## config.mk

```make
export PLATFORM = sky130hd
export DESIGN_NAME = link_tuning_cfg
export DESIGN_NICKNAME = d
export VERILOG_FILES = /design/src/link_tuning_pkg.sv /design/src/wait_period_decode.sv /design/src/fts_counter.sv /design/src/link_tuning_cfg.sv
export VERILOG_INCLUDE_DIRS = /design/src
export SDC_FILE = /design/constraint.sdc
export NUM_CORES = 1
export LEC_CHECK = 0
export ABC_AREA = 1
export BUFFER_PORTS_ARGS = -buffer_cell sky130_fd_sc_hd__buf_2
export CORE_MARGIN = 5
export CORE_UTILIZATION = 30
export CTS_BUF_LIST = sky130_fd_sc_hd__clkbuf_8
export CTS_CLUSTER_DIAMETER = 30
export CTS_CLUSTER_SIZE = 12
export DETAILED_ROUTE_END_ITERATION = 12
export SLEW_MARGIN = 5
export SYNTH_ARGS = -nofsm -noshare
export SYNTH_HDL_FRONTEND = slang
export SYNTH_SLANG_ARGS = --single-unit
```

## constraint.sdc

```tcl
create_clock -name REF_CLK_I -period 1.8 [get_ports REF_CLK_I]
set_input_delay 0.36 -clock REF_CLK_I [delete_from_list [all_inputs] [get_ports REF_CLK_I]]
set_output_delay 0.36 -clock REF_CLK_I [all_outputs]
set_load 0.01 [all_outputs]
```

## src/link_tuning_regs.svh

```systemverilog
`ifndef LINK_TUNING_REGS_SVH
`define LINK_TUNING_REGS_SVH
// Register offsets (byte addresses in configuration space)
`define OFS_LIFETIME   8'hd0
`define OFS_RECOVERY   8'hd4
`define OFS_PD_CMD     8'hd8
`define OFS_PD_WORD    8'hdc
`define OFS_RSV_LO     8'he0
`define OFS_RSV_HI     8'hec
`define OFS_MSI_HDR    8'hf0
// Field positions
`define L0S_LIFE_MSB   9
`define L1_LIFE_LSB    16
`define CDR_MSB        7
`define L0S_EXIT_LSB   8
`define L0S_EXIT_MSB   14
`define POL_BIT        15
`define L1_EXIT_LSB    16
`define L1_EXIT_MSB    22
`define WAIT_LSB       24
`define PD_ADDR_LSB    18
`define PD_ADDR_MSB    23
`define PD_FLAG_BIT    31
// Reset values and fixed identifiers
`define CDR_RST        8'h54
`define L0S_EXIT_RST   7'h02
`define L1_EXIT_RST    7'h19
`define WAIT_RST       8'h00
`define PD_CAP_ID      8'h03
`define PD_NEXT_PTR    8'hf0
`define MSI_CAP_ID     8'h05
`define MSI_NEXT_PTR   8'h00
// Timing and mapping
`define WAIT_SPLIT     8'h80
`define WAIT_BASE_MS   9'h080
`define PD_AREA_OFS    8'h40
`define FTS_SYMBOLS    3'h4
`endif

```

## src/link_tuning_pkg.sv

```systemverilog
package link_tuning_pkg;
  // One configuration access from the host
  typedef struct packed {
    logic        rd;
    logic        wr;
    logic [7:0]  addr;
    logic [3:0]  be;
    logic [31:0] wdata;
  } cfg_req_t;

  // One request towards the serial EEPROM engine
  typedef struct packed {
    logic        start;
    logic        write;
    logic [7:0]  addr;
    logic [31:0] wdata;
  } eeprom_req_t;

  typedef enum logic [1:0] {
    PD_IDLE  = 2'b00,
    PD_READ  = 2'b01,
    PD_WRITE = 2'b10
  } pd_state_t;
endpackage

```

## src/wait_period_decode.sv

```systemverilog
`timescale 1ns/10ps
`include "link_tuning_regs.svh"
// Turns the waiting-period code into milliseconds
module wait_period_decode
  import link_tuning_pkg::*;
(
  input  wire logic [7:0] code_i,
  output logic      [8:0] ms_o
);
  // Low half adds the 128 ms base, high half strips the split bit
  always_comb
  begin
    if (code_i < `WAIT_SPLIT)
      ms_o = `WAIT_BASE_MS + {1'b0, code_i};
    else
      ms_o = {1'b0, code_i - `WAIT_SPLIT};
  end
endmodule

```

## src/fts_counter.sv

```systemverilog
`timescale 1ns/10ps
`include "link_tuning_regs.svh"
// Counts symbols into ordered sets: one comma then three K28.1
module fts_counter
  import link_tuning_pkg::*;
(
  input  wire logic       clk_i,
  input  wire logic       rst_b_i,
  input  wire logic       en_i,
  input  wire logic       clear_i,
  input  wire logic       sym_valid_i,
  input  wire logic       sym_comma_i,
  input  wire logic       sym_k281_i,
  output logic      [7:0] sets_o
);
  logic [2:0] pos_q;

  // Sequence tracker; a stray symbol restarts the set so broken sets never count
  always_ff @(posedge clk_i or negedge rst_b_i)
  begin
    if (!rst_b_i)
    begin
      pos_q  <= 3'h0;
      sets_o <= 8'h00;
    end
    else if (en_i)
    begin
      if (clear_i)
      begin
        pos_q  <= 3'h0;
        sets_o <= 8'h00;
      end
      else if (sym_valid_i)
      begin
        if (sym_comma_i)
          pos_q <= 3'h1;
        else if (sym_k281_i && pos_q != 3'h0)
        begin
          if (pos_q == `FTS_SYMBOLS - 3'h1)
          begin
            pos_q <= 3'h0;
            if (sets_o != 8'hff)
              sets_o <= sets_o + 8'h01;
          end
          else
            pos_q <= pos_q + 3'h1;
        end
        else
          pos_q <= 3'h0;
      end
    end
  end
endmodule

```

## src/link_tuning_cfg.sv

```systemverilog
`timescale 1ns/10ps
`include "link_tuning_regs.svh"
// Operation
// - Clock-recovery FTS count field, reset 54h
// - FTS set is comma plus three K28.1
// - L0s exit latency bits 14:8, reset 2
// - L1 exit latency bits 22:16, reset 19h
// - Polarity bit inverts receive pair
// - Waiting period code decoded to milliseconds
// - Product data capability id 03h
// - Product data next pointer F0h
// - Flag 0 write reads EEPROM, sets flag
// - Flag 1 write writes EEPROM, clears flag
// - Data LSB is addressed byte, +0x40
// - Byte enables honoured on data register
// - Interrupt capability id 05h
// - Interrupt next pointer 00h, list ends
module link_tuning_cfg
  import link_tuning_pkg::*;
(
  input  wire logic                        REF_CLK_I,
  input  wire logic                        RST_B_I,
  input  wire logic                        CLK_EN_I,
  input  wire link_tuning_pkg::cfg_req_t   CFG_REQ_I,
  output logic      [31:0]                 CFG_RDATA_O,
  output logic                             CFG_RVALID_O,
  output link_tuning_pkg::eeprom_req_t     EE_REQ_O,
  input  wire logic                        EE_DONE_I,
  input  wire logic [31:0]                 EE_RDATA_I,
  input  wire logic                        RX_P_I,
  input  wire logic                        RX_N_I,
  output logic                             RX_P_O,
  output logic                             RX_N_O,
  input  wire logic                        SYM_VALID_I,
  input  wire logic                        SYM_COMMA_I,
  input  wire logic                        SYM_K281_I,
  input  wire logic                        FTS_CLEAR_I,
  output logic      [7:0]                  FTS_SETS_O,
  output logic                             CDR_DONE_O,
  output logic      [9:0]                  L0S_LIFE_O,
  output logic      [15:0]                 L1_LIFE_O,
  output logic      [7:0]                  CDR_SETS_O,
  output logic      [6:0]                  L0S_EXIT_O,
  output logic      [6:0]                  L1_EXIT_O,
  output logic      [8:0]                  L1_WAIT_MS_O
);
  import link_tuning_pkg::*;

  logic [9:0]  l0s_life_q;
  logic [15:0] l1_life_q;
  logic [7:0]  cdr_q;
  logic [6:0]  l0s_exit_q;
  logic        pol_q;
  logic [6:0]  l1_exit_q;
  logic [7:0]  wait_q;
  logic [5:0]  pd_addr_q;
  logic        pd_flag_q;
  logic [31:0] pd_data_q;
  pd_state_t   pd_state_q;
  logic [8:0]  wait_ms;
  logic [7:0]  fts_sets;
  logic [31:0] rdata_d;
  logic        wr_lifetime;
  logic        wr_recovery;
  logic        wr_pd_cmd;
  logic        wr_pd_word;
  logic        pd_busy;

  // Merge write data into old value under byte enables
  function automatic logic [31:0] merge_be(input logic [31:0] old_v, input logic [31:0] new_v,
                                           input logic [3:0] be);
    logic [31:0] res;
    res = old_v;
    for (int i = 0; i < 4; i++)
      if (be[i])
        res[i*8 +: 8] = new_v[i*8 +: 8];
    return res;
  endfunction

  // Write strobes per register
  assign wr_lifetime = CFG_REQ_I.wr && CFG_REQ_I.addr == `OFS_LIFETIME;
  assign wr_recovery = CFG_REQ_I.wr && CFG_REQ_I.addr == `OFS_RECOVERY;
  assign wr_pd_cmd   = CFG_REQ_I.wr && CFG_REQ_I.addr == `OFS_PD_CMD;
  assign wr_pd_word  = CFG_REQ_I.wr && CFG_REQ_I.addr == `OFS_PD_WORD;
  assign pd_busy     = pd_state_q != PD_IDLE;

  // Lifetime timers; bits 15:10 have no storage
  always_ff @(posedge REF_CLK_I or negedge RST_B_I)
  begin
    if (!RST_B_I)
    begin
      l0s_life_q <= 10'h000;
      l1_life_q  <= 16'h0000;
    end
    else if (CLK_EN_I && wr_lifetime)
    begin
      if (CFG_REQ_I.be[0])
        l0s_life_q[7:0] <= CFG_REQ_I.wdata[7:0];
      if (CFG_REQ_I.be[1])
        l0s_life_q[9:8] <= CFG_REQ_I.wdata[`L0S_LIFE_MSB:8];
      if (CFG_REQ_I.be[2])
        l1_life_q[7:0] <= CFG_REQ_I.wdata[23:16];
      if (CFG_REQ_I.be[3])
        l1_life_q[15:8] <= CFG_REQ_I.wdata[31:24];
    end
  end

  // Recovery, exit latency, polarity and waiting period
  always_ff @(posedge REF_CLK_I or negedge RST_B_I)
  begin
    if (!RST_B_I)
    begin
      cdr_q      <= `CDR_RST;
      l0s_exit_q <= `L0S_EXIT_RST;
      pol_q      <= 1'b0;
      l1_exit_q  <= `L1_EXIT_RST;
      wait_q     <= `WAIT_RST;
    end
    else if (CLK_EN_I && wr_recovery)
    begin
      if (CFG_REQ_I.be[0])
        cdr_q <= CFG_REQ_I.wdata[`CDR_MSB:0];
      if (CFG_REQ_I.be[1])
      begin
        l0s_exit_q <= CFG_REQ_I.wdata[`L0S_EXIT_MSB:`L0S_EXIT_LSB];
        pol_q      <= CFG_REQ_I.wdata[`POL_BIT];
      end
      if (CFG_REQ_I.be[2])
        l1_exit_q <= CFG_REQ_I.wdata[`L1_EXIT_MSB:`L1_EXIT_LSB];
      if (CFG_REQ_I.be[3])
        wait_q <= CFG_REQ_I.wdata[31:`WAIT_LSB];
    end
  end

  // Product data command; a new command while busy is dropped, since the host must poll first
  always_ff @(posedge REF_CLK_I or negedge RST_B_I)
  begin
    if (!RST_B_I)
    begin
      pd_addr_q  <= 6'h00;
      pd_flag_q  <= 1'b0;
      pd_state_q <= PD_IDLE;
      EE_REQ_O   <= '0;
    end
    else if (CLK_EN_I)
    begin
      EE_REQ_O.start <= 1'b0;
      if (pd_busy && EE_DONE_I)
      begin
        pd_flag_q  <= (pd_state_q == PD_READ);
        pd_state_q <= PD_IDLE;
      end
      else if (!pd_busy && wr_pd_cmd && CFG_REQ_I.be[3])
      begin
        if (CFG_REQ_I.be[2])
          pd_addr_q <= CFG_REQ_I.wdata[`PD_ADDR_MSB:`PD_ADDR_LSB];
        pd_flag_q       <= CFG_REQ_I.wdata[`PD_FLAG_BIT];
        pd_state_q      <= CFG_REQ_I.wdata[`PD_FLAG_BIT] ? PD_WRITE : PD_READ;
        EE_REQ_O.start  <= 1'b1;
        EE_REQ_O.write  <= CFG_REQ_I.wdata[`PD_FLAG_BIT];
        EE_REQ_O.addr   <= `PD_AREA_OFS + {2'h0, (CFG_REQ_I.be[2] ?
                           CFG_REQ_I.wdata[`PD_ADDR_MSB:`PD_ADDR_LSB] : pd_addr_q)};
        EE_REQ_O.wdata  <= pd_data_q;
      end
      else if (!pd_busy && wr_pd_cmd && CFG_REQ_I.be[2])
        pd_addr_q <= CFG_REQ_I.wdata[`PD_ADDR_MSB:`PD_ADDR_LSB];
    end
  end

  // Product data word: read completion loads it, host writes obey byte enables
  always_ff @(posedge REF_CLK_I or negedge RST_B_I)
  begin
    if (!RST_B_I)
      pd_data_q <= 32'h00000000;
    else if (CLK_EN_I)
    begin
      if (pd_state_q == PD_READ && EE_DONE_I)
        pd_data_q <= EE_RDATA_I;
      else if (wr_pd_word)
        pd_data_q <= merge_be(pd_data_q, CFG_REQ_I.wdata, CFG_REQ_I.be);
    end
  end

  // Read mux; reserved words and bits read zero
  always_comb
  begin
    rdata_d = 32'h00000000;
    unique case (CFG_REQ_I.addr)
      `OFS_LIFETIME:
        rdata_d = {l1_life_q, 6'h00, l0s_life_q};
      `OFS_RECOVERY:
        rdata_d = {wait_q, 1'b0, l1_exit_q, pol_q, l0s_exit_q, cdr_q};
      `OFS_PD_CMD:
        rdata_d = {pd_flag_q, 7'h00, pd_addr_q, 2'h0, `PD_NEXT_PTR, `PD_CAP_ID};
      `OFS_PD_WORD:
        rdata_d = pd_data_q;
      `OFS_MSI_HDR:
        rdata_d = {16'h0000, `MSI_NEXT_PTR, `MSI_CAP_ID};
      default:
        rdata_d = 32'h00000000;
    endcase
  end

  // Read data is masked by byte enables and registered
  always_ff @(posedge REF_CLK_I or negedge RST_B_I)
  begin
    if (!RST_B_I)
    begin
      CFG_RDATA_O  <= 32'h00000000;
      CFG_RVALID_O <= 1'b0;
    end
    else if (CLK_EN_I)
    begin
      CFG_RVALID_O <= CFG_REQ_I.rd;
      if (CFG_REQ_I.rd)
        CFG_RDATA_O <= merge_be(32'h00000000, rdata_d, CFG_REQ_I.be);
    end
  end

  // Receive pair swap; registered, so it adds one cycle of latency
  always_ff @(posedge REF_CLK_I or negedge RST_B_I)
  begin
    if (!RST_B_I)
    begin
      RX_P_O <= 1'b0;
      RX_N_O <= 1'b0;
    end
    else if (CLK_EN_I)
    begin
      RX_P_O <= pol_q ? RX_N_I : RX_P_I;
      RX_N_O <= pol_q ? RX_P_I : RX_N_I;
    end
  end

  wait_period_decode u_wait
  (
    .code_i (wait_q),
    .ms_o   (wait_ms)
  );

  fts_counter u_fts
  (
    .clk_i       (REF_CLK_I),
    .rst_b_i     (RST_B_I),
    .en_i        (CLK_EN_I),
    .clear_i     (FTS_CLEAR_I),
    .sym_valid_i (SYM_VALID_I),
    .sym_comma_i (SYM_COMMA_I),
    .sym_k281_i  (SYM_K281_I),
    .sets_o      (fts_sets)
  );

  // Field outputs to the link state machine
  always_ff @(posedge REF_CLK_I or negedge RST_B_I)
  begin
    if (!RST_B_I)
    begin
      L0S_LIFE_O   <= 10'h000;
      L1_LIFE_O    <= 16'h0000;
      CDR_SETS_O   <= `CDR_RST;
      L0S_EXIT_O   <= `L0S_EXIT_RST;
      L1_EXIT_O    <= `L1_EXIT_RST;
      L1_WAIT_MS_O <= `WAIT_BASE_MS;
      FTS_SETS_O   <= 8'h00;
      CDR_DONE_O   <= 1'b0;
    end
    else if (CLK_EN_I)
    begin
      L0S_LIFE_O   <= l0s_life_q;
      L1_LIFE_O    <= l1_life_q;
      CDR_SETS_O   <= cdr_q;
      L0S_EXIT_O   <= l0s_exit_q;
      L1_EXIT_O    <= l1_exit_q;
      L1_WAIT_MS_O <= wait_ms;
      FTS_SETS_O   <= fts_sets;
      CDR_DONE_O   <= fts_sets >= cdr_q;
    end
  end
endmodule

```

# Yosys cells after proc, flatten, opt, wreduce, memory -nomap -nowiden
# Cells that the tools add are included.
# word_totals
reg_bits	252
# classes
add_sub_neg	5
order_cmp	2
n_eq_ne	9
mux	35
bitwise_logic	1
n_reduce_logical	44
# ops
operator	n
one-hot mux 32 bit (5 select lines)	1
2-to-1 mux 8 bit	14
2-to-1 mux 42 bit	2
2-to-1 mux 32 bit	2
equality test 8 bit, second input constant	5
nonzero test 2 bit	12
AND reduction 2 bit	11
2-to-1 mux 6 bit	3
AND reduction 3 bit	6
2-to-1 mux 3 bit	5
logical AND 1 bit	12
adder 8 x 8 -> 9 bit, first input constant	1
2-to-1 mux 9 bit	1
adder 7 x 6 -> 8 bit, first input constant	1
adder 8 x 1 -> 8 bit, second input constant	1
>= comparator 8 bit	1
< comparator 8 bit, second input constant	1
!= test 8 bit, second input constant	1
subtractor 8 bit, second input constant	1
2-to-1 mux 2 bit	3
AND reduction 6 bit	1
2-to-1 mux 1 bit	4
adder 3 x 1 -> 3 bit, second input constant	1
equality test 3 x 2 -> 1 bit, second input constant	1
other kinds (5)	5

# Longest topological paths before layout
# Gate-level depths: netlist (run 1).
# depth
word_depth	7
ltp_mapped	11

# By module
# Synthesis (run 1) repeated with hierarchy kept, for this count alone.
# hier_totals
cells_unflattened	1464
hier_area_um2	11618.6
# by_module_without_submodules
mod	instances	cells_each	area_per_inst_um2	seq_area_each_um2
link_tuning_cfg	1	1350	10800.4	6024.5
fts_counter	1	104	750.7	275.3
wait_period_decode	1	10	67.6	0.0

# Worst setup path before layout (run 1)
# Ideal clock, no wire load.
# synth_timing
kind	input-to-reg
from	input CFG_REQ_I[42] (netlist name)
to	register pd_data_q[14]
arrival_time_ns	1.351
path_slack_ns	0.325
stages	9
path_buffers	2
cell_sequence	nand2_1 -> nor2_4 -> buf_4 -> nand3_2 -> nand2_4 -> nand3_4 -> buf_2 -> nand2_1 -> o21ai_1
# synth_between
elab_chain_len	4
# synth_lines
item	line_no	text
from (decl)	link_tuning_cfg.sv:24	input wire link_tuning_pkg::cfg_req_t CFG_REQ_I,
equality test 8 bit	-	
logical AND 1 bit (no line)	-	
nonzero test 2 bit (no line)	-	
AND reduction 3 bit (no line)	-	
to (signal assigned)	link_tuning_cfg.sv:180	pd_data_q <= merge_be(pd_data_q, CFG_REQ_I.wdata, CFG_REQ_I.be);
to (decl)	link_tuning_cfg.sv:58	logic [31:0] pd_data_q;
# No other way between the ends.
# A chain may end at the register's enable or synchronous reset.

# Worst setup path after layout (run 1)
# layout_timing
from	register L1_WAIT_MS_O[7]
to	output L1_WAIT_MS_O[7]
# layout_rtl
item	line_no	text
from (decl)	link_tuning_cfg.sv:45	output logic [8:0] L1_WAIT_MS_O
from (signal assigned)	link_tuning_cfg.sv:263	L1_WAIT_MS_O <= `WAIT_BASE_MS;
from (signal assigned)	link_tuning_cfg.sv:274	L1_WAIT_MS_O <= wait_ms;
# No word-level cell between the ends.

==> impl_metrics.json, run 1 <==
{
  "rsz0062_at_grt": "false",
  "rows": 71,
  "cts-buffers-inserted": 61,
  "post_drt_wl_per_cell_um": 16.96,
  "design_area_um2": 15140,
  "post_dp_cell_area_um2": 13420,
  "die_y_um": 204.7,
  "netlist_instances": 1386,
  "grt_pass1_vias": 10485,
  "timing.fmax_ghz": 0.5940,
  "vias_per_cell": 4.665,
  "mostFrequentLayoutCell": "nand2_1",
  "synth_edf_count": 0,
  "antenna_found_initial": 4,
  "clkLatencyLatePin_ns": 0.63,
  "critPathRequiredTime_ns": 1.44,
  "clock-sinks": 250,
  "ys.flop_type": "dfrtp_1",
  "grt_overflow": 0,
  "power.density_nw_per_um2": 988.1,
  "initial_utilization": 0.3028,
  "worst_path_max_delay_cell": "dfstp_2",
  "async_flop_share": 1.000,
  "wirelength_mm": 38.21,
  "critPathLaunchType": "register",
  "yosys_warnings": 0,
  "fin_worst_skew_ns": 0.02601,
  "yosysUniqueCellTypes": 34,
  "syn_area_um2": 11380,
  "power_mw": 14.96,
  "slew_headroom": 0.6226,
  "ys_ff_latch": 250,
  "drc": 0,
  "place_hpwl_mm": 27.87,
  "power_leakage_nw": 8.206,
  "drtIter0Drc": 688,
  "clk_path_buf_depth": 3,
  "die-area_um2": 41920,
  "irDropWorstVdd_uv": 771.2,
  "max_slew.worst_pin.slew_ns": 0.5637,
  "die_w_um": 204.7,
  "drt_first_pass_iters": 5,
  "place.gp.congestion": 0.8659,
  "period_share": 0.9352,
  "ios": 231,
  "critPathTopFamily": "flip-flops",
  "worstPathArrival_ns": 1.32,
  "path_cells": "buf_2",
  "status": "completed",
  "synth_seq_area_share": 0.5515,
  "worstPathMaxFanout": 2,
  "finalSetupViolCount": 0,
  "cts_tree": "yes",
  "maxCapViolCount": 0,
  "nNetsFinal": 1788,
  "period_needed_ns": 1.683,
  "area_delta_synth_final_pct": 33.06,
  "final_core_util": 0.4029,
  "layout_common_cells": "nand2_1, dfrtp_1, buf_2",
  "place_ws_ns": -0.02410,
  "coreArea_um2": 37580,
  "portBuffers": 228,
  "synth.avg_cell_area_um2": 8.209,
  "nFillCells": 3826,
  "gr-usage-all-layers": 0.1813,
  "route.vias.total": 10510,
  "hold_violations": 0,
  "grt_max_degree": 54,
  "grt_first_pass_wirelength_mm": 59.60,
  "slew_viol_final": 0,
  "cp_num_buf_inv": 1,
  "crit_path_end_kind": "output pin",
  "cts.root.buffer_cell": "clkbuf_8",
  "cts_max_level": 2,
  "setup_ws_ns": 0.1166,
  "post-cts-setup-buffer-count": 0,
  "worstSetupPathType": "reg2out",
  "ant_nets": 0,
  "drive_gt1_frac": 0.2540,
  "hp-class": "in2reg",
  "slowest_delay_ns": 0.53,
  "clk_pin_slew_ns": 0.05
}
==> worst paths after layout <==
kind                            cells past startpoint               to             from  slack (ns)
min in group asynchronous                           2    CDR_SETS_O[3]          RST_B_I        0.29
max in group asynchronous                           3     pd_data_q[6]          RST_B_I        0.82
worst min-delay path                                3    pd_data_q[22]   EE_RDATA_I[22]        0.05
worst min register to register                      2     L1_EXIT_O[3]     L1_EXIT_O[3]        0.46
worst max-delay path                                1  L1_WAIT_MS_O[7]  L1_WAIT_MS_O[7]        0.12
worst max register to register                      8     pd_addr_q[3]    pd_state_q[0]        0.19
==> metrics by stage <==
stage / TNS, ns / hold slack, ns / std cells
2_1_floorplan: 0 / 0.06441 / 1387
4_1_cts: 0 / 0.001505 / 2251
5_1_grt: 0 / 0.03158 / 2251
6_report: 0 / 0.05019 / 2253
3_3_place_gp: -0.3697 / 0.3510 / 2117
3_5_place_dp: -0.07982 / 0.3467 / 2117
==> flip-flops by register name, summed over array words and instances, names as in the netlist, 10 cells and up <==
| signal | count |
|---|---|
| l1_life_q | 16 |
| pd_data_q | 32 |
| EE_REQ_O | 41 |
| l0s_life_q | 10 |
| L1_LIFE_O | 16 |
| CFG_RDATA_O | 32 |
| L0S_LIFE_O | 10 |
==> layout make-up <==
type / count / area, um^2 / area share
flip-flops and latches: 250 / 6275 / 0.4145
inverters: 78 / 292.8 / 0.01934
well taps: 511 / 639.4 / 0.04223
clock inverters: 40 / 494.2 / 0.03265
repair buffers: 307 / 1944 / 0.1284
clock buffers: 74 / 1018 / 0.06728
diodes: 2 / 5.005 / 0.0003306
multi-input cells: 991 / 4469 / 0.2952
==> cells in the mapped netlist (3+ instances only) <==
cell      number  area [um^2]
clkbuf_1      32        120.1
buf_4          5        37.54
o211ai_1       3        22.52
ha_1          11        137.6
nand2_4        4        45.04
nand3_4        6        105.1
nand3_1      119        595.6
nand4_1       16        100.1
dfstp_2       15        394.1
nand2_1      607         2278
o21ai_0      109        545.5
buf_1          5        18.77
a21oi_1       11        55.05
dfrtp_1      235         5881
nor2_1        29        108.9
o21ai_1       52        260.3
nand2_2        3        18.77
buf_2         18        90.09
nor2_4         3        33.78
buf_6          8        90.09
inv_1         75        281.5
==> what timing repair did <==
item                                    in CTS  in global routing
hold endpoints to repair                    59                  0
endpoints found under the setup margin       0                  7
gates resized for setup                      0                  1
hold buffers                                20                  0
==> power breakdown <==
part	switching, mW	internal, mW
logic	0.592	0.315
clock network	2.87	5.33
registers	0.0980	5.75
total	3.56	11.4
==> routing by layer <==
layer,part of all wire,track usage
met4,0.025,0.06198
met3,0.077,0.04306
met5,0.00092,0
met2,0.47,0.2983
met1,0.43,0.2355
==> logic make-up (layout without fill, tap and decap cells) <==
logic type / after synthesis / in the layout / synth area share
flops: 250 / 250 / 0.5515
buf+inv: 146 / 499 / 0.05708
fa+ha+maj: 11 / 11 / 0.01210
other cells: 1 / 4 / 0.0003296
simple gates: 798 / 798 / 0.2980
compound gates: 180 / 180 / 0.08094
(Power assumes the default switching activity.)
==> run 2: changes to the inputs <==
--- a/config.mk
+++ b/config.mk
@@ -9,12 +9,14 @@
 export ABC_AREA = 1
 export BUFFER_PORTS_ARGS = -buffer_cell sky130_fd_sc_hd__buf_2
 export CORE_MARGIN = 5
-export CORE_UTILIZATION = 30
+export CORE_UTILIZATION = 57
 export CTS_BUF_LIST = sky130_fd_sc_hd__clkbuf_8
 export CTS_CLUSTER_DIAMETER = 30
 export CTS_CLUSTER_SIZE = 12
 export DETAILED_ROUTE_END_ITERATION = 12
+export PLACE_DENSITY = 0.82
 export SLEW_MARGIN = 5
 export SYNTH_ARGS = -nofsm -noshare
 export SYNTH_HDL_FRONTEND = slang
 export SYNTH_SLANG_ARGS = --single-unit
+export TNS_END_PERCENT = 1
==> run 2 against run 1 <==
  * Fmax rose by 5.8%
  * Utilization rose by 32 points
  * Die area fell by 45%
  * Largest cell class unchanged
==> impl_metrics.json, run 2 (synthesis gave the netlist of run 1 again) <==
{
  "status": "completed",
  "grt_pass1_vias": 10212,
  "top_register": "EE_REQ_O",
  "max_slew.worst_pin.slew_ns": 0.5419,
  "rows": 51,
  "slew_headroom": 0.6371,
  "register_area_um2": 6275,
  "clkLatencyLatePin_ns": 0.55,
  "maxCapViolCount": 0,
  "grt_use_met1": 0.4005,
  "p_int_mw": 9.564,
  "slowest_delay_ns": 0.53,
  "rsz0062_at_grt": "false",
  "grt_busiest_layer": "met2",
  "power.density_nw_per_um2": 903.4,
  "drive_gt1_frac": 0.2380,
  "critPathLaunchType": "register",
  "die-area_um2": 22890,
  "multiInputGateArea_um2": 4459,
  "critPathTopFamily": "flip-flops",
  "worstPathMaxFanout": 2,
  "worstPathArrival_ns": 1.23,
  "p_sw_frac": 0.2487,
  "drt_first_pass_iters": 6,
  "cp_num_buf_inv": 1,
  "nFillCells": 1515,
  "worst_path_max_delay_cell": "dfstp_2",
  "wirelength_mm": 33.29,
  "power_leakage_nw": 7.845,
  "clk_path_buf_depth": 3,
  "p_switching_mw": 3.167,
  "nNetsFinal": 1744,
  "gr-usage-all-layers": 0.2937,
  "path_cells": "buf_2",
  "reg2reg_slack_ns": 0.21,
  "hold_violations": 0,
  "fin_worst_skew_ns": 0.01686,
  "drtIter0Drc": 940,
  "slew_viol_final": 0,
  "clk_pin_slew_ns": 0.06,
  "irDropWorstVdd_uv": 580.0,
  "hp-class": "in2reg",
  "drc": 0,
  "layout_common_cells": "nand2_1, dfrtp_1, buf_2",
  "post_cts_resized": 0,
  "tns_ns": 0,
  "place.gp.congestion": 0.9268,
  "timing.fmax_ghz": 0.6282,
  "period_needed_ns": 1.592,
  "finalSetupViolCount": 0,
  "hold_buffers": 1,
  "period_share": 0.8843,
  "worstSetupPathType": "reg2out",
  "post-cts-setup-buffer-count": 0,
  "die_w_um": 151.3,
  "cts.root.buffer_cell": "clkbuf_8",
  "cts_max_level": 2,
  "cts_tree": "yes",
  "place_hpwl_mm": 23.83,
  "cts-buffers-inserted": 45,
  "grt_use_met3": 0.05566,
  "area_delta_synth_final_pct": 23.85,
  "ios": 231,
  "ant_nets": 0,
  "largest_register_ffs": 41,
  "mostFrequentLayoutCell": "nand2_1",
  "coreArea_um2": 19590,
  "grt_overflow": 0,
  "reg.largest.list": "EE_REQ_O x41, CFG_RDATA_O x32, pd_data_q x32",
  "clock-sinks": 250,
  "sequentialPowerShare": 0.459,
  "globalRouteMet2Util": 0.4654,
  "crit_path_end_kind": "output pin",
  "antenna_found_initial": 2,
  "vias_per_cell": 5.418,
  "grt_max_degree": 71,
  "final_core_util": 0.7193,
  "post_drt_wl_per_cell_um": 17.10,
  "p_comb_frac": 0.067,
  "initial_utilization": 0.5808,
  "route.vias.total": 10549,
  "critPathRequiredTime_ns": 1.44,
  "die_y_um": 151.3,
  "grt_first_pass_wirelength_mm": 52.86,
  "portBuffers": 228,
  "clockPowerShare": 0.474
}
[run 2: cell types whose count changed in the layout (fill, tap and decap cells not counted)]
cell and delta:
clkinv_4 +1, inv_8 +1, diode_2 -1, nor2_2 +1
nor2_4 -1, dlygate4sd3_1 -19, clkbuf_8 -23, buf_4 -9
nand2_1 +2, clkinv_2 -5, clkinvlp_4 -2, inv_6 +2
bufinv_16 -5, nand2_2 -2
[run 2: worst paths after layout]
path                                 startpoint         endpoint  cells past startpoint
worst max register to register    pd_state_q[0]     EE_REQ_O[25]                      8
worst min register to register    L0S_EXIT_O[1]    L0S_EXIT_O[1]                      2
min in group asynchronous               RST_B_I    l0s_life_q[7]                      2
worst min-delay path              CFG_REQ_I[12]    l0s_exit_q[4]                      3
max in group asynchronous               RST_B_I     EE_REQ_O[29]                      3
worst max-delay path            L1_WAIT_MS_O[7]  L1_WAIT_MS_O[7]                      1
[run 2: final cells by class]
class                      count  area share
sequential                   250      0.4453
multi-input combinational    991      0.3165
timing repair buffer         279      0.1197
clock buffer                  51     0.04981
clock inverter                32     0.02424
tap                          265     0.02353
inverter                      78     0.02078
antenna                        1   0.0001776
[run 2: power by group through the flow]
| stage | registers [mW] | logic, mW | clock network, mW |
|---|---|---|---|
| 5_1_grt | 5.85 | 0.955 | 6.40 |
| 3_3_place_gp | 5.94 | 0.823 | 0 |
| 6_report | 5.84 | 0.851 | 6.04 |
| 2_1_floorplan | 5.94 | 0.375 | 0 |
| 4_1_cts | 5.84 | 0.852 | 6.11 |
| 3_5_place_dp | 5.94 | 0.845 | 0 |
[run 2: metal layers]
metal,share of wire,vias to the layer above
li1,-,4964
met1,0.40,4980
met2,0.48,513
met3,0.083,88
met4,0.034,4
met5,0.00042,-
[run 2: metrics by stage]
step,instances,hold WS (ns),cell area [um^2],setup WS (ns),power [mW]
CTS,1946,0.02820,14090,0.1804,12.81
global route,1946,0.05395,14090,0.03772,13.21
floorplan,1387,0.06441,11380,0.3253,6.313
detailed placement,1862,0.2608,13040,-0.02630,6.784
finish,1947,0.05676,14090,0.2082,12.73
global placement,1862,0.2602,13040,0.03085,6.759
